==> config.mk <==
export PLATFORM = sky130hd
export DESIGN_NAME = ial_ctl
export DESIGN_NICKNAME = d
export VERILOG_FILES = /design/src/ial_pkg.sv /design/src/ial_idle_mon.sv /design/src/ial_ctl.sv
export SDC_FILE = /design/constraint.sdc
export NUM_CORES = 1
export LEC_CHECK = 0
export BUFFER_PORTS_ARGS = -buffer_cell sky130_fd_sc_hd__buf_4
export CAP_MARGIN = 30
export CORE_MARGIN = 5
export CORE_UTILIZATION = 40
export CTS_CLUSTER_DIAMETER = 40
export DETAILED_ROUTE_END_ITERATION = 8
export GPL_TIMING_DRIVEN = 0
export PLACE_DENSITY = 0.62
export SYNTH_ARGS = -nofsm -noshare
export SYNTH_HDL_FRONTEND = slang
export SYNTH_SLANG_ARGS = --single-unit
==> constraint.sdc <==
create_clock -name sys_clk -period 3.58 [get_ports sys_clk]
set_input_delay 0 -clock sys_clk [delete_from_list [all_inputs] [get_ports sys_clk]]
set_output_delay 0 -clock sys_clk [all_outputs]
set_load 0.01 [all_outputs]
==> src/ial_pkg.sv <==
// What this block does
// - each alarm source has a two-bit route: none, A, B or both.
// - the send alarm rises after the programmed idle seconds; 0 disables.
// - the receive alarm rises after the programmed idle seconds; 0 disables.
// - satellite loopback set to 1 feeds receive input into send output.
// - terrestrial WAN loopback returns send input to receive output.
// - framing loopback does the same on the framing path, independently.
// - port mode decodes 0 off, 1 data, 2 demod out, 3 demod in, 4 switch.
// - port connection decodes auto, 1000, 100 full/half, 10 full/half.
// - VLAN ids 1 to 4094 tag; 0 disables and 4095 is reserved.
// - input buffer occupancy is reported as backlog in milliseconds.
// - send data status shows traffic activity and path health.
`default_nettype none
package ial_pkg;
	localparam int unsigned CLK_PERIOD_NS = 100;
	localparam int unsigned SEC_NS = 1_000_000_000;
	localparam int unsigned CYC_PER_SEC = SEC_NS / CLK_PERIOD_NS;
	localparam int unsigned NUM_PORTS = 5;
	localparam int unsigned IDLE_W = 14;
	localparam logic [13:0] IDLE_MAX = 14'h270F;
	localparam logic [13:0] IDLE_RST = 14'h001E;
	// register byte addresses
	localparam logic [7:0] ADR_CTRL = 8'h00;
	localparam logic [7:0] ADR_SND_IDLE = 8'h04;
	localparam logic [7:0] ADR_RCV_IDLE = 8'h08;
	localparam logic [7:0] ADR_BUF_RATE = 8'h0C;
	localparam logic [7:0] ADR_STATUS = 8'h10;
	localparam logic [7:0] ADR_BACKLOG = 8'h14;
	localparam logic [7:0] ADR_IRQ_STAT = 8'h18;
	localparam logic [7:0] ADR_IRQ_CLR = 8'h1C;
	localparam logic [7:0] ADR_IRQ_EN = 8'h20;
	localparam logic [7:0] ADR_PORT0 = 8'h40;
	localparam logic [7:0] PORT_STRIDE = 8'h04;
	// control register fields
	localparam int unsigned CT_RT_LSB = 0;
	localparam int unsigned CT_SAT_LB = 8;
	localparam int unsigned CT_TER_LB = 9;
	localparam int unsigned CT_FRM_LB = 10;
	localparam logic [7:0] CT_RT_RST = 8'h55;
	localparam int unsigned RT_A_BIT = 0;
	localparam int unsigned RT_B_BIT = 1;
	// source order: send, receive, test, hardware
	localparam int unsigned NUM_SRC = 4;
	// port config fields
	localparam int unsigned PC_MODE_LSB = 0;
	localparam int unsigned PC_CONN_LSB = 4;
	localparam int unsigned PC_VLAN_LSB = 16;
	localparam logic [11:0] VLAN_OFF = 12'h000;
	localparam logic [11:0] VLAN_RSVD = 12'hFFF;
	localparam logic [11:0] VLAN_RST = 12'h000;
	typedef enum logic [2:0] {
		MD_OFF = 3'h0, MD_DATA = 3'h1, MD_DMD_OUT = 3'h2,
		MD_DMD_IN = 3'h3, MD_SW_MC = 3'h4
	} ial_mode_e;
	localparam ial_mode_e MODE_RST = MD_DATA;
	typedef enum logic [2:0] {
		CN_AUTO = 3'h0, CN_1000 = 3'h1, CN_100F = 3'h2,
		CN_100H = 3'h3, CN_10F = 3'h4, CN_10H = 3'h5
	} ial_conn_e;
	localparam logic [1:0] SPD_10 = 2'h0;
	localparam logic [1:0] SPD_100 = 2'h1;
	localparam logic [1:0] SPD_1000 = 2'h2;
	typedef enum logic {DV_IDLE = 1'b0, DV_RUN = 1'b1} ial_div_e;
endpackage : ial_pkg
`default_nettype wire

==> src/ial_idle_mon.sv <==
`default_nettype none
module ial_idle_mon (
	input wire logic sys_clk,
	input wire logic sys_rst,
	input wire logic tick_sec,
	input wire logic act,
	input wire logic [13:0] limit,
	output logic alarm,
	output logic active
);
	logic [13:0] secs_q;
	logic seen_q;
	logic alarm_q;
	logic active_q;
	wire logic sat = (secs_q == ial_pkg::IDLE_MAX);
	wire logic [13:0] secs_d = act ? 14'h0000 :
		(tick_sec && !sat) ? secs_q + 14'h0001 : secs_q;
	// idle timeout, zero disables
	wire logic alarm_d = (limit != 14'h0000) && (secs_d >= limit);

	always_ff @(posedge sys_clk) begin
		if (sys_rst) begin
			secs_q <= 14'h0000;
			alarm_q <= 1'b0;
		end else begin
			secs_q <= secs_d;
			alarm_q <= alarm_d;
		end
	end

	// activity over the last second
	always_ff @(posedge sys_clk) begin
		if (sys_rst) begin
			seen_q <= 1'b0;
			active_q <= 1'b0;
		end else if (tick_sec) begin
			seen_q <= act;
			active_q <= seen_q | act;
		end else begin
			seen_q <= seen_q | act;
			active_q <= active_q | act;
		end
	end

	assign alarm = alarm_q;
	assign active = active_q;
endmodule : ial_idle_mon
`default_nettype wire

==> src/ial_ctl.sv <==
// Decided for this implementation: the plain strobed port and the register addresses.
`default_nettype none
module ial_ctl #(
	parameter int unsigned NPORT = ial_pkg::NUM_PORTS,
	parameter int unsigned DW = 8,
	parameter int unsigned TICKS_PER_SEC = ial_pkg::CYC_PER_SEC
) (
	input wire logic sys_clk,
	input wire logic sys_rst,
	input wire logic [7:0] reg_addr,
	input wire logic [31:0] reg_wdata,
	input wire logic reg_wr,
	input wire logic reg_rd,
	output logic [31:0] reg_rdata,
	input wire logic snd_act,
	input wire logic rcv_act,
	input wire logic hw_fault_pin,
	input wire logic [15:0] buf_level,
	input wire logic [DW-1:0] ter_snd_data,
	input wire logic ter_snd_vld,
	input wire logic [DW-1:0] sat_rcv_data,
	input wire logic sat_rcv_vld,
	output logic [DW-1:0] mod_snd_data,
	output logic mod_snd_vld,
	output logic [DW-1:0] ter_rcv_data,
	output logic ter_rcv_vld,
	input wire logic [DW-1:0] frm_snd_data,
	input wire logic frm_snd_vld,
	input wire logic [DW-1:0] frm_rcv_in_data,
	input wire logic frm_rcv_in_vld,
	output logic [DW-1:0] frm_rcv_data,
	output logic frm_rcv_vld,
	output logic alarm_a,
	output logic alarm_b,
	output logic irq,
	output logic [3*NPORT-1:0] port_mode,
	output logic [NPORT-1:0] port_en,
	output logic [NPORT-1:0] port_autoneg,
	output logic [2*NPORT-1:0] port_speed,
	output logic [NPORT-1:0] port_full_dplx,
	output logic [NPORT-1:0] vlan_tag_en,
	output logic [12*NPORT-1:0] vlan_id
);
	localparam int unsigned TW = $clog2(TICKS_PER_SEC + 1);
	localparam int unsigned NS = ial_pkg::NUM_SRC;

	function automatic logic [2:0] f_mode(input logic [2:0] m);
		f_mode = (m > ial_pkg::MD_SW_MC) ? ial_pkg::MD_OFF : m;
	endfunction : f_mode

	function automatic logic f_vlan_ok(input logic [11:0] v);
		f_vlan_ok = (v != ial_pkg::VLAN_OFF) && (v != ial_pkg::VLAN_RSVD);
	endfunction : f_vlan_ok

	logic [10:0] ctrl_q;
	logic [13:0] snd_lim_q;
	logic [13:0] rcv_lim_q;
	logic [15:0] rate_q;
	logic [NS-1:0] irq_stat_q;
	logic [NS-1:0] irq_en_q;
	logic [NS-1:0] src_prev_q;
	logic [31:0] rdata_q;
	logic [TW-1:0] tick_cnt_q;
	logic tick_q;
	logic hw_s1_q;
	logic hw_s2_q;
	logic alarm_a_q;
	logic alarm_b_q;
	logic snd_alarm;
	logic rcv_alarm;
	logic snd_active;
	logic rcv_active;
	logic [27:0] pcfg_q [NPORT];

	// write decode
	wire logic wr_ctrl = reg_wr && (reg_addr == ial_pkg::ADR_CTRL);
	wire logic wr_sndl = reg_wr && (reg_addr == ial_pkg::ADR_SND_IDLE);
	wire logic wr_rcvl = reg_wr && (reg_addr == ial_pkg::ADR_RCV_IDLE);
	wire logic wr_rate = reg_wr && (reg_addr == ial_pkg::ADR_BUF_RATE);
	wire logic wr_clr = reg_wr && (reg_addr == ial_pkg::ADR_IRQ_CLR);
	wire logic wr_en = reg_wr && (reg_addr == ial_pkg::ADR_IRQ_EN);
	wire logic [7:0] poff = reg_addr - ial_pkg::ADR_PORT0;
	wire logic [7:0] pidx = poff >> 2;
	wire logic port_hit = (reg_addr >= ial_pkg::ADR_PORT0)
		&& (pidx < 8'(NPORT)) && (poff[1:0] == 2'h0);
	// values above the range clamp to the top
	wire logic [13:0] lim_w = (reg_wdata[31:14] != 18'h00000)
		|| (reg_wdata[13:0] > ial_pkg::IDLE_MAX)
		? ial_pkg::IDLE_MAX : reg_wdata[13:0];

	always_ff @(posedge sys_clk) begin
		if (sys_rst) begin
			ctrl_q <= {3'h0, ial_pkg::CT_RT_RST};
			snd_lim_q <= ial_pkg::IDLE_RST;
			rcv_lim_q <= ial_pkg::IDLE_RST;
			rate_q <= 16'h0000;
			irq_en_q <= '0;
		end else begin
			if (wr_ctrl)
				ctrl_q <= reg_wdata[10:0];
			if (wr_sndl)
				snd_lim_q <= lim_w;
			if (wr_rcvl)
				rcv_lim_q <= lim_w;
			if (wr_rate)
				rate_q <= reg_wdata[15:0];
			if (wr_en)
				irq_en_q <= reg_wdata[NS-1:0];
		end
	end

	wire logic sat_lb = ctrl_q[ial_pkg::CT_SAT_LB];
	wire logic ter_lb = ctrl_q[ial_pkg::CT_TER_LB];
	wire logic frm_lb = ctrl_q[ial_pkg::CT_FRM_LB];

	// per-port configuration and decode
	genvar p;
	generate
		for (p = 0; p < NPORT; p++) begin : g_port
			wire logic [2:0] m = pcfg_q[p][ial_pkg::PC_MODE_LSB +: 3];
			wire logic [2:0] c = pcfg_q[p][ial_pkg::PC_CONN_LSB +: 3];
			wire logic [11:0] v = pcfg_q[p][ial_pkg::PC_VLAN_LSB +: 12];
			wire logic hit = port_hit && reg_wr && (pidx == 8'(p));
			always_ff @(posedge sys_clk) begin
				if (sys_rst)
					pcfg_q[p] <= {ial_pkg::VLAN_RST, 9'h000,
						ial_pkg::CN_AUTO, 1'b0, ial_pkg::MODE_RST};
				else if (hit)
					pcfg_q[p] <= {reg_wdata[27:16], 9'h000,
						reg_wdata[6:4], 1'b0, f_mode(reg_wdata[2:0])};
			end
			assign port_mode[3*p +: 3] = m;
			assign port_en[p] = (m != ial_pkg::MD_OFF);
			assign port_autoneg[p] = (c == ial_pkg::CN_AUTO) || (c > ial_pkg::CN_10H);
			assign port_speed[2*p +: 2] =
				(c == ial_pkg::CN_100F || c == ial_pkg::CN_100H)
				? ial_pkg::SPD_100
				: (c == ial_pkg::CN_10F || c == ial_pkg::CN_10H)
				? ial_pkg::SPD_10 : ial_pkg::SPD_1000;
			assign port_full_dplx[p] =
				!(c == ial_pkg::CN_100H || c == ial_pkg::CN_10H);
			assign vlan_tag_en[p] = f_vlan_ok(v);
			assign vlan_id[12*p +: 12] = v;
		end
	endgenerate

	// one-second tick shared by both idle timers
	always_ff @(posedge sys_clk) begin
		if (sys_rst) begin
			tick_cnt_q <= '0;
			tick_q <= 1'b0;
		end else begin
			tick_q <= (tick_cnt_q == TW'(TICKS_PER_SEC - 1));
			tick_cnt_q <= (tick_cnt_q == TW'(TICKS_PER_SEC - 1))
				? '0 : tick_cnt_q + TW'(1);
		end
	end

	ial_idle_mon u_snd_mon (
		.sys_clk(sys_clk),
		.sys_rst(sys_rst),
		.tick_sec(tick_q),
		.act(snd_act),
		.limit(snd_lim_q),
		.alarm(snd_alarm),
		.active(snd_active)
	);

	ial_idle_mon u_rcv_mon (
		.sys_clk(sys_clk),
		.sys_rst(sys_rst),
		.tick_sec(tick_q),
		.act(rcv_act),
		.limit(rcv_lim_q),
		.alarm(rcv_alarm),
		.active(rcv_active)
	);

	// hardware fault pin is asynchronous
	always_ff @(posedge sys_clk) begin
		if (sys_rst) begin
			hw_s1_q <= 1'b0;
			hw_s2_q <= 1'b0;
		end else begin
			hw_s1_q <= hw_fault_pin;
			hw_s2_q <= hw_s1_q;
		end
	end

	wire logic test_on = sat_lb | ter_lb | frm_lb;
	wire logic [NS-1:0] src = {hw_s2_q, test_on, rcv_alarm, snd_alarm};
	logic [NS-1:0] to_a;
	logic [NS-1:0] to_b;
	genvar s;
	generate
		for (s = 0; s < NS; s++) begin : g_route
			assign to_a[s] = ctrl_q[2*s + ial_pkg::RT_A_BIT];
			assign to_b[s] = ctrl_q[2*s + ial_pkg::RT_B_BIT];
		end
	endgenerate

	always_ff @(posedge sys_clk) begin
		if (sys_rst) begin
			alarm_a_q <= 1'b0;
			alarm_b_q <= 1'b0;
		end else begin
			alarm_a_q <= |(src & to_a);
			alarm_b_q <= |(src & to_b);
		end
	end
	assign alarm_a = alarm_a_q;
	assign alarm_b = alarm_b_q;

	// rising alarms are sticky; set beats a same-cycle clear
	wire logic [NS-1:0] evt = src & ~src_prev_q;
	wire logic [NS-1:0] clr = wr_clr ? reg_wdata[NS-1:0] : '0;
	always_ff @(posedge sys_clk) begin
		if (sys_rst) begin
			src_prev_q <= '0;
			irq_stat_q <= '0;
		end else begin
			src_prev_q <= src;
			irq_stat_q <= (irq_stat_q & ~clr) | evt;
		end
	end
	assign irq = |(irq_stat_q & irq_en_q);

	// loopback muxes, registered
	always_ff @(posedge sys_clk) begin
		if (sys_rst) begin
			mod_snd_data <= '0;
			mod_snd_vld <= 1'b0;
			ter_rcv_data <= '0;
			ter_rcv_vld <= 1'b0;
			frm_rcv_data <= '0;
			frm_rcv_vld <= 1'b0;
		end else begin
			mod_snd_data <= sat_lb ? sat_rcv_data : ter_snd_data;
			mod_snd_vld <= sat_lb ? sat_rcv_vld : ter_snd_vld;
			ter_rcv_data <= ter_lb ? ter_snd_data : sat_rcv_data;
			ter_rcv_vld <= ter_lb ? ter_snd_vld : sat_rcv_vld;
			frm_rcv_data <= frm_lb ? frm_snd_data : frm_rcv_in_data;
			frm_rcv_vld <= frm_lb ? frm_snd_vld : frm_rcv_in_vld;
		end
	end

	// backlog = level / bytes-per-ms, by repeated subtraction
	// slow but tiny; refresh time scales with the backlog itself
	ial_pkg::ial_div_e dv_q;
	logic [15:0] rem_q;
	logic [15:0] quo_q;
	logic [15:0] backlog_q;
	wire logic sub_ok = (rem_q >= rate_q) && (rate_q != 16'h0000);
	always_ff @(posedge sys_clk) begin
		if (sys_rst) begin
			dv_q <= ial_pkg::DV_IDLE;
			rem_q <= 16'h0000;
			quo_q <= 16'h0000;
			backlog_q <= 16'h0000;
		end else begin
			case (dv_q)
				ial_pkg::DV_IDLE: begin
					rem_q <= buf_level;
					quo_q <= 16'h0000;
					dv_q <= ial_pkg::DV_RUN;
				end
				default: begin
					if (sub_ok) begin
						rem_q <= rem_q - rate_q;
						quo_q <= quo_q + 16'h0001;
					end else begin
						backlog_q <= quo_q;
						dv_q <= ial_pkg::DV_IDLE;
					end
				end
			endcase
		end
	end

	wire logic [7:0] status = {rcv_active, snd_active, alarm_b_q,
		alarm_a_q, hw_s2_q, test_on, rcv_alarm, snd_alarm};
	logic [31:0] rd_d;
	always_comb begin
		rd_d = 32'h0000_0000;
		if (reg_addr == ial_pkg::ADR_CTRL)
			rd_d[10:0] = ctrl_q;
		else if (reg_addr == ial_pkg::ADR_SND_IDLE)
			rd_d[13:0] = snd_lim_q;
		else if (reg_addr == ial_pkg::ADR_RCV_IDLE)
			rd_d[13:0] = rcv_lim_q;
		else if (reg_addr == ial_pkg::ADR_BUF_RATE)
			rd_d[15:0] = rate_q;
		else if (reg_addr == ial_pkg::ADR_STATUS)
			rd_d[7:0] = status;
		else if (reg_addr == ial_pkg::ADR_BACKLOG)
			rd_d[15:0] = backlog_q;
		else if (reg_addr == ial_pkg::ADR_IRQ_STAT)
			rd_d[NS-1:0] = irq_stat_q;
		else if (reg_addr == ial_pkg::ADR_IRQ_EN)
			rd_d[NS-1:0] = irq_en_q;
		else if (port_hit)
			rd_d[27:0] = pcfg_q[pidx[2:0]];
	end
	always_ff @(posedge sys_clk) begin
		if (sys_rst)
			rdata_q <= 32'h0000_0000;
		else if (reg_rd)
			rdata_q <= rd_d;
		else
			rdata_q <= 32'h0000_0000;
	end
	assign reg_rdata = rdata_q;
endmodule : ial_ctl
`default_nettype wire

; After elaboration in Yosys (flattened, before gate mapping)
; Memories as Yosys holds them, arrays and structs flattened.
; Index checks and enable logic that the tools add are counted.
[classes]
eq_ne = 41
n_reduce_logical = 84
add_sub_neg = 6
n_mux = 75
n_lt_le_gt_ge = 12
bitwise_logic = 22
[op_table]
columns = operator, count
row1 = 24-bit 2-to-1 mux, 8
row2 = 16-bit 2-to-1 mux, 7
row3 = 14-bit 2-to-1 mux, 7
row4 = 18-bit 2-to-1 mux, 5
row5 = "12-bit inequality test, second input constant", 5
row6 = 12-bit nonzero test, 5
row7 = "8-bit by 5-bit == test with 1-bit output, second input constant", 4
row8 = 8-bit 2-to-1 mux, 4
row9 = "3-bit by 2-bit == test with 1-bit output, second input constant", 10
row10 = "3-bit == test, second input constant", 10
row11 = "14-bit by 1-bit adder with 14-bit output, second input constant", 2
row12 = "14-bit == test, second input constant", 2
row13 = 14-bit greater-or-equal comparator, 2
row14 = 28-bit 2-to-1 mux, 1
row15 = 14-bit nonzero test, 2
row16 = 1-bit 2-to-1 mux, 26
row17 = "24-bit by 1-bit adder with 24-bit output, second input constant", 1
row18 = "24-bit == test, second input constant", 1
row19 = 1-bit logical AND, 24
row20 = 1-bit logical OR, 21
row21 = 4-bit AND, 5
row22 = 2-bit 2-to-1 mux, 10
row23 = 20-bit 2-to-1 mux, 1
row24 = "3-bit > comparator, second input constant", 6
row25 = other kinds (35), 71
[totals]
word_cells = 277
mem_count = 1
regBits = 238
ramBits = 90
[memory_table]
columns = name, words, word_bits, rd, rd_ports_with_merged_regs, write_ports, line
row1 = pcfg_q, 5, 18, 6, 0, 5, ial_ctl.sv:73  ; logic [27:0] pcfg_q [NPORT];

; Logic depth before layout (Yosys ltp)
; Gate-level depths: netlist of run 1.
[depth]
ltp_word = 22
ltp_mapped = 15
mapped_depth_nobuf = 14

; Hierarchy
; Synthesis of run 1 repeated with hierarchy kept, for this count alone.
[unflattened]
hier_cells = 1701
hier_area_um2 = 15808.9
[by_module_without_submodules]
columns = mod, instances, area_per_inst_um2, cells_each
row1 = ial_ctl, 1, 13457.9, 1402
row2 = ial_idle_mon at u_rcv_mon, 1, 1176.1, 150
row3 = ial_idle_mon at u_snd_mon, 1, 1174.9, 149

; Worst setup path after synthesis of run 1
; No wires, ideal clock.
[synth_timing]
kind = register -> register
from = register u_snd_mon.secs_q[5]
to = register u_snd_mon.alarm_q, in the netlist u_snd_mon.alarm
setup_slack_ns = 0.575
setup_ns = 0.146
t_arrival_ns = 2.859
stages_incl_launch_ff = 14
synth_period_minus_slack_ns = 3.005
cell_sequence = dfxtp_1 > or3_1 > o41ai_4 > nor2_1 > and3_1 > xnor2_1 > nor2_1 > ha_1 > nand4_1 > nor3_1 > a2111oi_0 > nand2_1 > nand2_1 > a31oi_1
[synth_via]
elab_chain_cells = 7
word_cells_on_any_way = 8
[synth_rtl]
columns = item, line
row1 = start: declaration, ial_idle_mon.sv:11  ; logic [13:0] secs_q;
row2 = start signal: assignment, ial_idle_mon.sv:26  ; secs_q <= secs_d;
row3 = branches (longest 3 deep; another with 14-bit by 1-bit adder with 14-bit output), -
row4 = 14-bit 2-to-1 mux (*), ial_idle_mon.sv:17  ; (tick_sec && !sat) ? secs_q + 14'h0001 : secs_q;
row5 = 14-bit 2-to-1 mux (*), ial_idle_mon.sv:16  ; wire logic [13:0] secs_d = act ? 14'h0000 :
row6 = net u_snd_mon.secs_d[5], ial_idle_mon.sv:16
row7 = 14-bit greater-or-equal comparator (*), ial_idle_mon.sv:19  ; wire logic alarm_d = (limit != 14'h0000) && (secs_d >= limit);
row8 = 1-bit logical AND (*), ial_idle_mon.sv:19
row9 = end signal: assignment, ial_idle_mon.sv:27  ; alarm_q <= alarm_d;
row10 = end: declaration, ial_idle_mon.sv:13  ; logic alarm_q;
; Mark *: on every way through the listed nets, which the timed path passes.
; A chain may end at the register's enable or synchronous reset.

; Worst setup path in the final report of run 1
[layout_timing]
from = register rate_q[0]
to = register rem_q[15]
[layout_via]
elab_chain_cells = 3
word_cells_on_any_way = 7
[layout_rtl]
columns = item, line
row1 = start: declaration, ial_ctl.sv:58  ; logic [15:0] rate_q;
row2 = start signal: assignment, ial_ctl.sv:106  ; rate_q <= reg_wdata[15:0];
row3 = 16-bit subtractor (tied with other cells), ial_ctl.sv:269  ; rem_q <= rem_q - rate_q;
row4 = 16-bit 2-to-1 mux or 1-bit logical AND (tied branches), "ial_ctl.sv:268, ial_ctl.sv:253"
row5 = 16-bit 2-to-1 mux or 2-bit by 1-bit inequality test with 1-bit output (tied branches), -
row6 = end signal: assignment, ial_ctl.sv:263  ; rem_q <= buf_level;
row7 = end signal: assignment, ial_ctl.sv:269
row8 = end: declaration, ial_ctl.sv:250  ; logic [15:0] rem_q;
; Several ways; a longest one is shown, not always the timed one. The select of a mux whose other input is x is not followed.

==> flow_metrics.env, run 1 <==
export IMPL_status="finished clean"
export IMPL_power_density_mw_per_mm2=461
export IMPL_dp_slack_ns=0.166
export IMPL_path_cells="ha_1, fa_1, nand2b_1, a21o_1, a211o_2, a31o_4, buf_6, buf_2, o311ai_1, dlygate4sd3_1"
export IMPL_holdWs_ns=0.0672
export IMPL_fp_dieH_um=209
export IMPL_fin_nets=2266
export IMPL_multi_input_area_mm2=0.00784
export IMPL_wirelength_um=55700
export IMPL_startpoint="rate_q[0]$_SDFFE_PP0P_"
export IMPL_synthCells=1700
export IMPL_worst_path_max_delay_cell="dlygate4sd3_1"
export IMPL_hold_start="reg_wr"
export IMPL_drt_iter0_markers=1257
export IMPL_area_growth_pct=34.2
export IMPL_synth_commonest_cells="dfxtp_1 (234), nor2_1 (184), nand2_1 (133), a21oi_1 (94), edfxtp_1 (90)"
export IMPL_worst_path_buf_inv=3
export IMPL_grt_max_degree=19
export IMPL_grt_overflow=0
export IMPL_cap_violations=0
export IMPL_worstHoldPathType="input pin to register"
export IMPL_pwr_share_seq_pct=40.4
export IMPL_placed_area_mm2=0.0186
export IMPL_fin_area_mm2=0.0213
export IMPL_grt_pass1_vias=14700
export IMPL_yosysTopAreaCell="dfxtp_1"
export IMPL_antennaDiodeCount=0
export IMPL_synth_main_ff_cell="dfxtp_1"
export IMPL_finalHoldViolCount=0
export IMPL_postLayoutCoreUtil_pct=54.0
export IMPL_first_pass_iters=7
export IMPL_cp_end_kind="register"
export IMPL_p_clk_share_pct=49.9
export IMPL_root_buffer="clkbuf_16"
export IMPL_grt_first_pass_wirelength_um=85100
export IMPL_grt_setup_unrepaired="yes"
export IMPL_initial_core_util_pct=40.2
export IMPL_dpl_hpwl_um=41800
export IMPL_synth_area_per_cell_um2=9.33
export IMPL_cts_reportedPaths_clkPinSlew_ns=0.06
export IMPL_p_int_mw=7.32
export IMPL_fmax_mhz=293
export IMPL_die_area_mm2=0.0438
export IMPL_peakVddDrop_uv=413
export IMPL_coreArea_mm2=0.0395
export IMPL_setup_viol=0
export IMPL_yosysTopAreaCellShare_pct=29.5
export IMPL_combinationalPowerShare_pct=9.7
export IMPL_drc=0
export IMPL_critPathTopFamily="compound AO/OA/AOI/OAI gates"
export IMPL_clkSinkCount=324
export IMPL_tightest_slew_ns=0.925
export IMPL_slew_headroom_pct=37.9
export IMPL_synth_edff_count=90
export IMPL_synth_cell_types=73
export IMPL_row_count=73
export IMPL_fp_dieW_um=209
export IMPL_crit_type="register to register"
export IMPL_vias_per_cell=5.57
export IMPL_max_stage_delay_ns=0.58
export IMPL_gp_congestion=0.942
export IMPL_post_synth_top_count_cell="dfxtp_1"
export IMPL_grt_use_total_pct=24.5
export IMPL_clk_latency_ns=0.59
export IMPL_crit_required_ns=4.10
export IMPL_seqCellArea_mm2=0.00739
export IMPL_p_sw_share_pct=25.3
export IMPL_synth_area_leaders="dfxtp_1 (30%), edfxtp_1 (17%), nor2_1 (4.4%)"
export IMPL_post_route_period_util_pct=95.2
export IMPL_cts_made_buffers=49
export IMPL_fin_worst_skew_ns=0.0253
export IMPL_yosysSeqAreaShare_pct=46.6
export IMPL_cts_tree="yes"
export IMPL_crit_fanout=10
export IMPL_clk_path_buf_depth=3
export IMPL_worst_slack_ns=0.170
export IMPL_cp_arrival_ns=3.93
export IMPL_synthArstFlopShare_pct=0
export IMPL_leakage_nw=8.18
export IMPL_cp_start_kind="register"
export IMPL_n_fill_cell=3591
export IMPL_r2r_start="rate_q[0]$_SDFFE_PP0P_"
export IMPL_cts_htree_levels=2
export IMPL_net_switching_power_mw=2.48
export IMPL_wl_per_cell_um=20.8
export IMPL_final_antenna_net_count=0
export IMPL_postCtsSetupBuffers=0
export IMPL_yosysWarnings=0
export IMPL_numPortBuffers=258
export IMPL_drive_gt1_share_pct=18.9
export IMPL_syn_area_mm2=0.0159
export IMPL_finalPower_mw=9.81
export IMPL_drv_slew=0
export IMPL_antenna_found_initial=0
export IMPL_vias=14900
export IMPL_num_io_pins=266
export IMPL_synth_seq_cells=324
export IMPL_fin_crit_ns=3.41
-- layout by cell type (no fill, tap or decap), types with 42 or more instances in the layout --
| cell | n |
|---|---|
| nand3_1 | 87 |
| clkbuf_1 | 74 |
| edfxtp_1 | 90 |
| nor3_1 | 50 |
| nand2_1 | 133 |
| a21oi_1 | 94 |
| dlygate4sd3_1 | 101 |
| and2_1 | 67 |
| nand4_1 | 42 |
| nor2_1 | 184 |
| mux2i_1 | 55 |
| dfxtp_1 | 234 |
| clkbuf_16 | 50 |
| ha_1 | 48 |
| buf_4 | 263 |
| inv_1 | 67 |
-- tightest hold or removal path: stages --
cell and delay (ns):
buf_4 0.13, nand4_1 0.10, nor4_1 0.10, and2_1 0.16
-- kinds of logic (layout without fill, tap and decap cells) --
family                     count (synthesis)  after routing  share of synthesized area, %
AOI/OAI and AO/OA                        294            294                          12.6
xor gates and xnor gates                  66             66                          3.64
other                                      1              4                        0.0236
adders and majority gates                 49             49                          3.91
buffers and inverters                    167            621                          4.27
and+or+nand+nor                          726            726                          23.0
muxes                                     73             73                          6.02
DFF                                      324            324                          46.6
-- power by group through the flow --
stage / sequential (mW) / clock [mW] / combinational [mW]
finish: 3.96 / 4.89 / 0.952
global route: 3.97 / 5.12 / 1.02
CTS: 3.96 / 4.97 / 0.941
detailed placement: 4.03 / 0 / 0.847
global placement: 4.04 / 0 / 0.825
floorplan: 4.03 / 0 / 0.410
-- through the flow --
step	setup TNS, ns	std cells
3_3_place_gp	-9.97	2486
6_report	0	2682
5_1_grt	-0.0335	2682
4_1_cts	0	2682
3_5_place_dp	0	2491
2_1_floorplan	0	1703
-- repair_timing --
action / 4_1_cts / 5_1_grt
endpoints found under the setup margin: 0 / 3
endpoints found under the hold margin: 216 / 0
gates resized for setup: 0 / 3
hold buffers: 101 / 0
-- path summary, 6_finish.rpt --
check / slack (ns) / depth (start not counted) / end
setup / recovery: 0.17 / 10 / rem_q[15]$_SDFFE_PP0N_
hold / removal: 0.07 / 4 / pcfg_q[0][3]$_SDFFCE_PN0P_
setup reg to reg: 0.17 / 10 / rem_q[15]$_SDFFE_PP0N_
hold reg to reg: 0.45 / 1 / hw_s2_q$_SDFF_PP0_
-- area by class of cell --
type,count,share of cell area [%]
clock buffers,56,6.12
repair buffers,364,14.2
flip-flops and latches,324,34.7
inverters,69,1.22
plain buffers,98,1.97
multi-input cells,1212,36.8
clock inverters,34,1.86
well taps,525,3.09
-- sequential cells by signal, summed over array words and instances (netlist names), 16 cells and up --
register,count
backlog_q,16
pcfg_q,90
quo_q,16
rate_q,16
reg_rdata,28
rem_q,16
tick_cnt_q,24
-- metal layers --
| metal | vias up | track usage (%) | share of wire [%] |
|---|---|---|---|
| met5 | - | 0 | 0 |
| met4 | 0 | 7.52 | 2.9 |
| met3 | 105 | 5.75 | 8.8 |
| met2 | 692 | 39.1 | 45 |
| met1 | 7118 | 33.4 | 43 |
| li1 | 7013 | - | - |
No activity file was read; power rests on OpenSTA's default activity.
==> run 2: changes to the inputs <==
--- a/config.mk
+++ b/config.mk
@@ -8,11 +8,12 @@
 export BUFFER_PORTS_ARGS = -buffer_cell sky130_fd_sc_hd__buf_4
 export CAP_MARGIN = 30
 export CORE_MARGIN = 5
-export CORE_UTILIZATION = 40
+export CORE_UTILIZATION = 42
 export CTS_CLUSTER_DIAMETER = 40
 export DETAILED_ROUTE_END_ITERATION = 8
 export GPL_TIMING_DRIVEN = 0
-export PLACE_DENSITY = 0.62
+export MAX_ROUTING_LAYER = met4
+export PLACE_DENSITY = 0.64
 export SYNTH_ARGS = -nofsm -noshare
 export SYNTH_HDL_FRONTEND = slang
 export SYNTH_SLANG_ARGS = --single-unit
==> run 2 against run 1 <==
Setup slack gained 0.11 ns. Clock skew fell by 0.0094 ns. Sequential cell count stayed put. Final area shrank 0.56%. Count of clock-buffer cells in the layout down 5. First-iteration DRC count rose by 4.2%. Clock power increased by 2%. Power is 0.78% higher. Hold slack worse by 0.029 ns. Maximum frequency up 3.4%. Sequential share of layout area increased by 0.20 points.
==> flow_metrics.env, run 2 (synthesized netlist as in run 1, its figures left out) <==
export IMPL_fp_dieW_um=204
export IMPL_crit_fanout=7
export IMPL_cp_end_kind="register"
export IMPL_cts_made_buffers=49
export IMPL_grt_overflow=0
export IMPL_antennaDiodeCount=0
export IMPL_tightest_slew_ns=0.983
export IMPL_area_growth_pct=33.4
export IMPL_cp_start_kind="register"
export IMPL_layout_common_cells="buf_4 (263), dfxtp_1 (234), nor2_1 (184)"
export IMPL_root_buffer="clkbuf_16"
export IMPL_setup_viol=0
export IMPL_rrSetupSlack_ns=0.28
export IMPL_post_route_period_util_pct=92.1
export IMPL_grt_first_pass_wirelength_um=82100
export IMPL_drt_iter0_markers=1310
export IMPL_crit_type="register to register"
export IMPL_peakVddDrop_uv=352
export IMPL_num_io_pins=266
export IMPL_dpl_hpwl_um=40400
export IMPL_grt_setup_unrepaired="yes"
export IMPL_top_register="pcfg_q"
export IMPL_r2r_start="u_snd_mon.secs_q[5]$_SDFF_PP0_"
export IMPL_wl_per_cell_um=20.4
export IMPL_fp_dieH_um=204
export IMPL_initial_core_util_pct=42.3
export IMPL_vias_per_cell=5.59
export IMPL_r2r_end="u_snd_mon.alarm$_SDFF_PP0_"
export IMPL_cap_violations=0
export IMPL_vias=14900
export IMPL_grt_max_degree=19
export IMPL_slew_headroom_pct=34.4
export IMPL_cts_tree="yes"
export IMPL_crit_required_ns=4.03
export IMPL_finalPower_mw=9.88
export IMPL_ff2ff_path_depth=13
export IMPL_drc=0
export IMPL_status="finished clean"
export IMPL_fin_crit_ns=3.30
export IMPL_gp_congestion=0.986
export IMPL_numPortBuffers=258
export IMPL_grt_pass1_vias=14500
export IMPL_largest_reg_flops=90
export IMPL_fmax_mhz=303
export IMPL_cts_htree_levels=2
export IMPL_die_area_mm2=0.0418
export IMPL_cts_reportedPaths_clkPinSlew_ns=0.06
export IMPL_fin_nets=2258
export IMPL_final_antenna_net_count=0
export IMPL_clkSinkCount=324
export IMPL_post_place_cells=2475
export IMPL_drv_slew=0
export IMPL_leakage_nw=8.14
export IMPL_wirelength_um=54200
export IMPL_clk_path_buf_depth=3
export IMPL_antenna_found_initial=0
export IMPL_placed_area_mm2=0.0185
export IMPL_finalHoldViolCount=0
export IMPL_cp_arrival_ns=3.75
export IMPL_clk_latency_ns=0.59
export IMPL_row_count=71
export IMPL_worstHoldPathType="input pin to register"
export IMPL_power_density_mw_per_mm2=467
export IMPL_final_common_cell="buf_4"
export IMPL_grt_use_total_pct=25.8
export IMPL_hold_start="reg_addr[1]"
export IMPL_fin_worst_skew_ns=0.0159
export IMPL_fin_area_mm2=0.0212
export IMPL_coreArea_mm2=0.0375
export IMPL_startpoint="u_snd_mon.secs_q[5]$_SDFF_PP0_"
export IMPL_n_fill_cell=3340
export IMPL_first_pass_iters=6
export IMPL_endpoint="u_snd_mon.alarm$_SDFF_PP0_"
export IMPL_drive_gt1_share_pct=19.1
export IMPL_instances_no_fill=2661
export IMPL_postCtsSetupBuffers=0
==> run 2: cell count changes in the layout (fill, tap and decap cells not counted), moves of 3 or more <==
cell           before  now
inv_6               7   15
dlygate4sd3_1     101   96
clkbuf_1           74   71
clkinv_1            5    2
clkinv_4            5    2
inv_8               0    3
==> run 2: power by group <==
group,switching [mW],internal (mW)
sequential,0.0975,3.86
clock,1.95,3.04
combinational,0.502,0.432
total,2.55,7.34
==> run 2: worst max-delay path: stages, from the launching register on <==
cell,delay [ns]
dfxtp_1,0.33
or3_1,0.43
o41ai_4,0.54
nor2_1,0.17
and3_1,0.22
xnor2_1,0.18
nor2_1,0.07
ha_1,0.30
nand4_1,0.12
nor3_1,0.07
a2111oi_1,0.49
nand2_1,0.09
nand2_1,0.10
a31oi_1,0.04
==> run 2: through the flow <==
stage	hold WS, ns	utilization (%)	TNS (ns)	setup WS [ns]
6_report	0.0382	56.5	0	0.284
5_1_grt	0.0684	56.5	-0.0372	-0.0372
4_1_cts	0.00198	56.5	0	0.215
3_5_place_dp	0.241	49.4	0	0.236
3_3_place_gp	0.227	49.2	-1.77	-0.0996
2_1_floorplan	0.128	-	0	0.575
==> run 2: area by class of cell <==
class | count | area, um^2 | area share (%)
plain buffers | 97 | 415 | 1.96
clock buffers | 51 | 1240 | 5.87
clock inverters | 40 | 464 | 2.19
inverters | 69 | 259 | 1.22
multi-input cells | 1212 | 7840 | 37.0
flip-flops and latches | 324 | 7390 | 34.9
well taps | 511 | 639 | 3.02
repair buffers | 357 | 2920 | 13.8
==> run 2: worst min path at each step <==
| stage | end | slack, ns | depth (start not counted) |
|---|---|---|---|
| after global routing | reg_rdata[0]$_SDFF_PP0_ | 0.07 | 5 |
| after floorplan | hw_s1_q$_SDFF_PP0_ | 0.13 | 1 |
| after detailed placement | frm_rcv_data[3]$_SDFF_PP0_ | 0.24 | 3 |
| after CTS | reg_rdata[3]$_SDFF_PP0_ | 0.002 | 5 |
| after global placement | hw_s1_q$_SDFF_PP0_ | 0.23 | 2 |
| final | reg_rdata[3]$_SDFF_PP0_ | 0.04 | 5 |
==> run 2: metal layers <==
layer	vias up	global-route usage (%)	part of all wire (%)
li1	6984	-	-
met1	7123	35.5	44
met2	678	39.1	44
met3	93	5.11	9.2
met4	0	7.44	2.6
met5	-	-	0
==> run 2: timing repair <==
action,CTS,global route
endpoints found under the hold margin,214,0
hold buffers,96,0
endpoints found under the setup margin,0,2
gates resized for setup,0,1
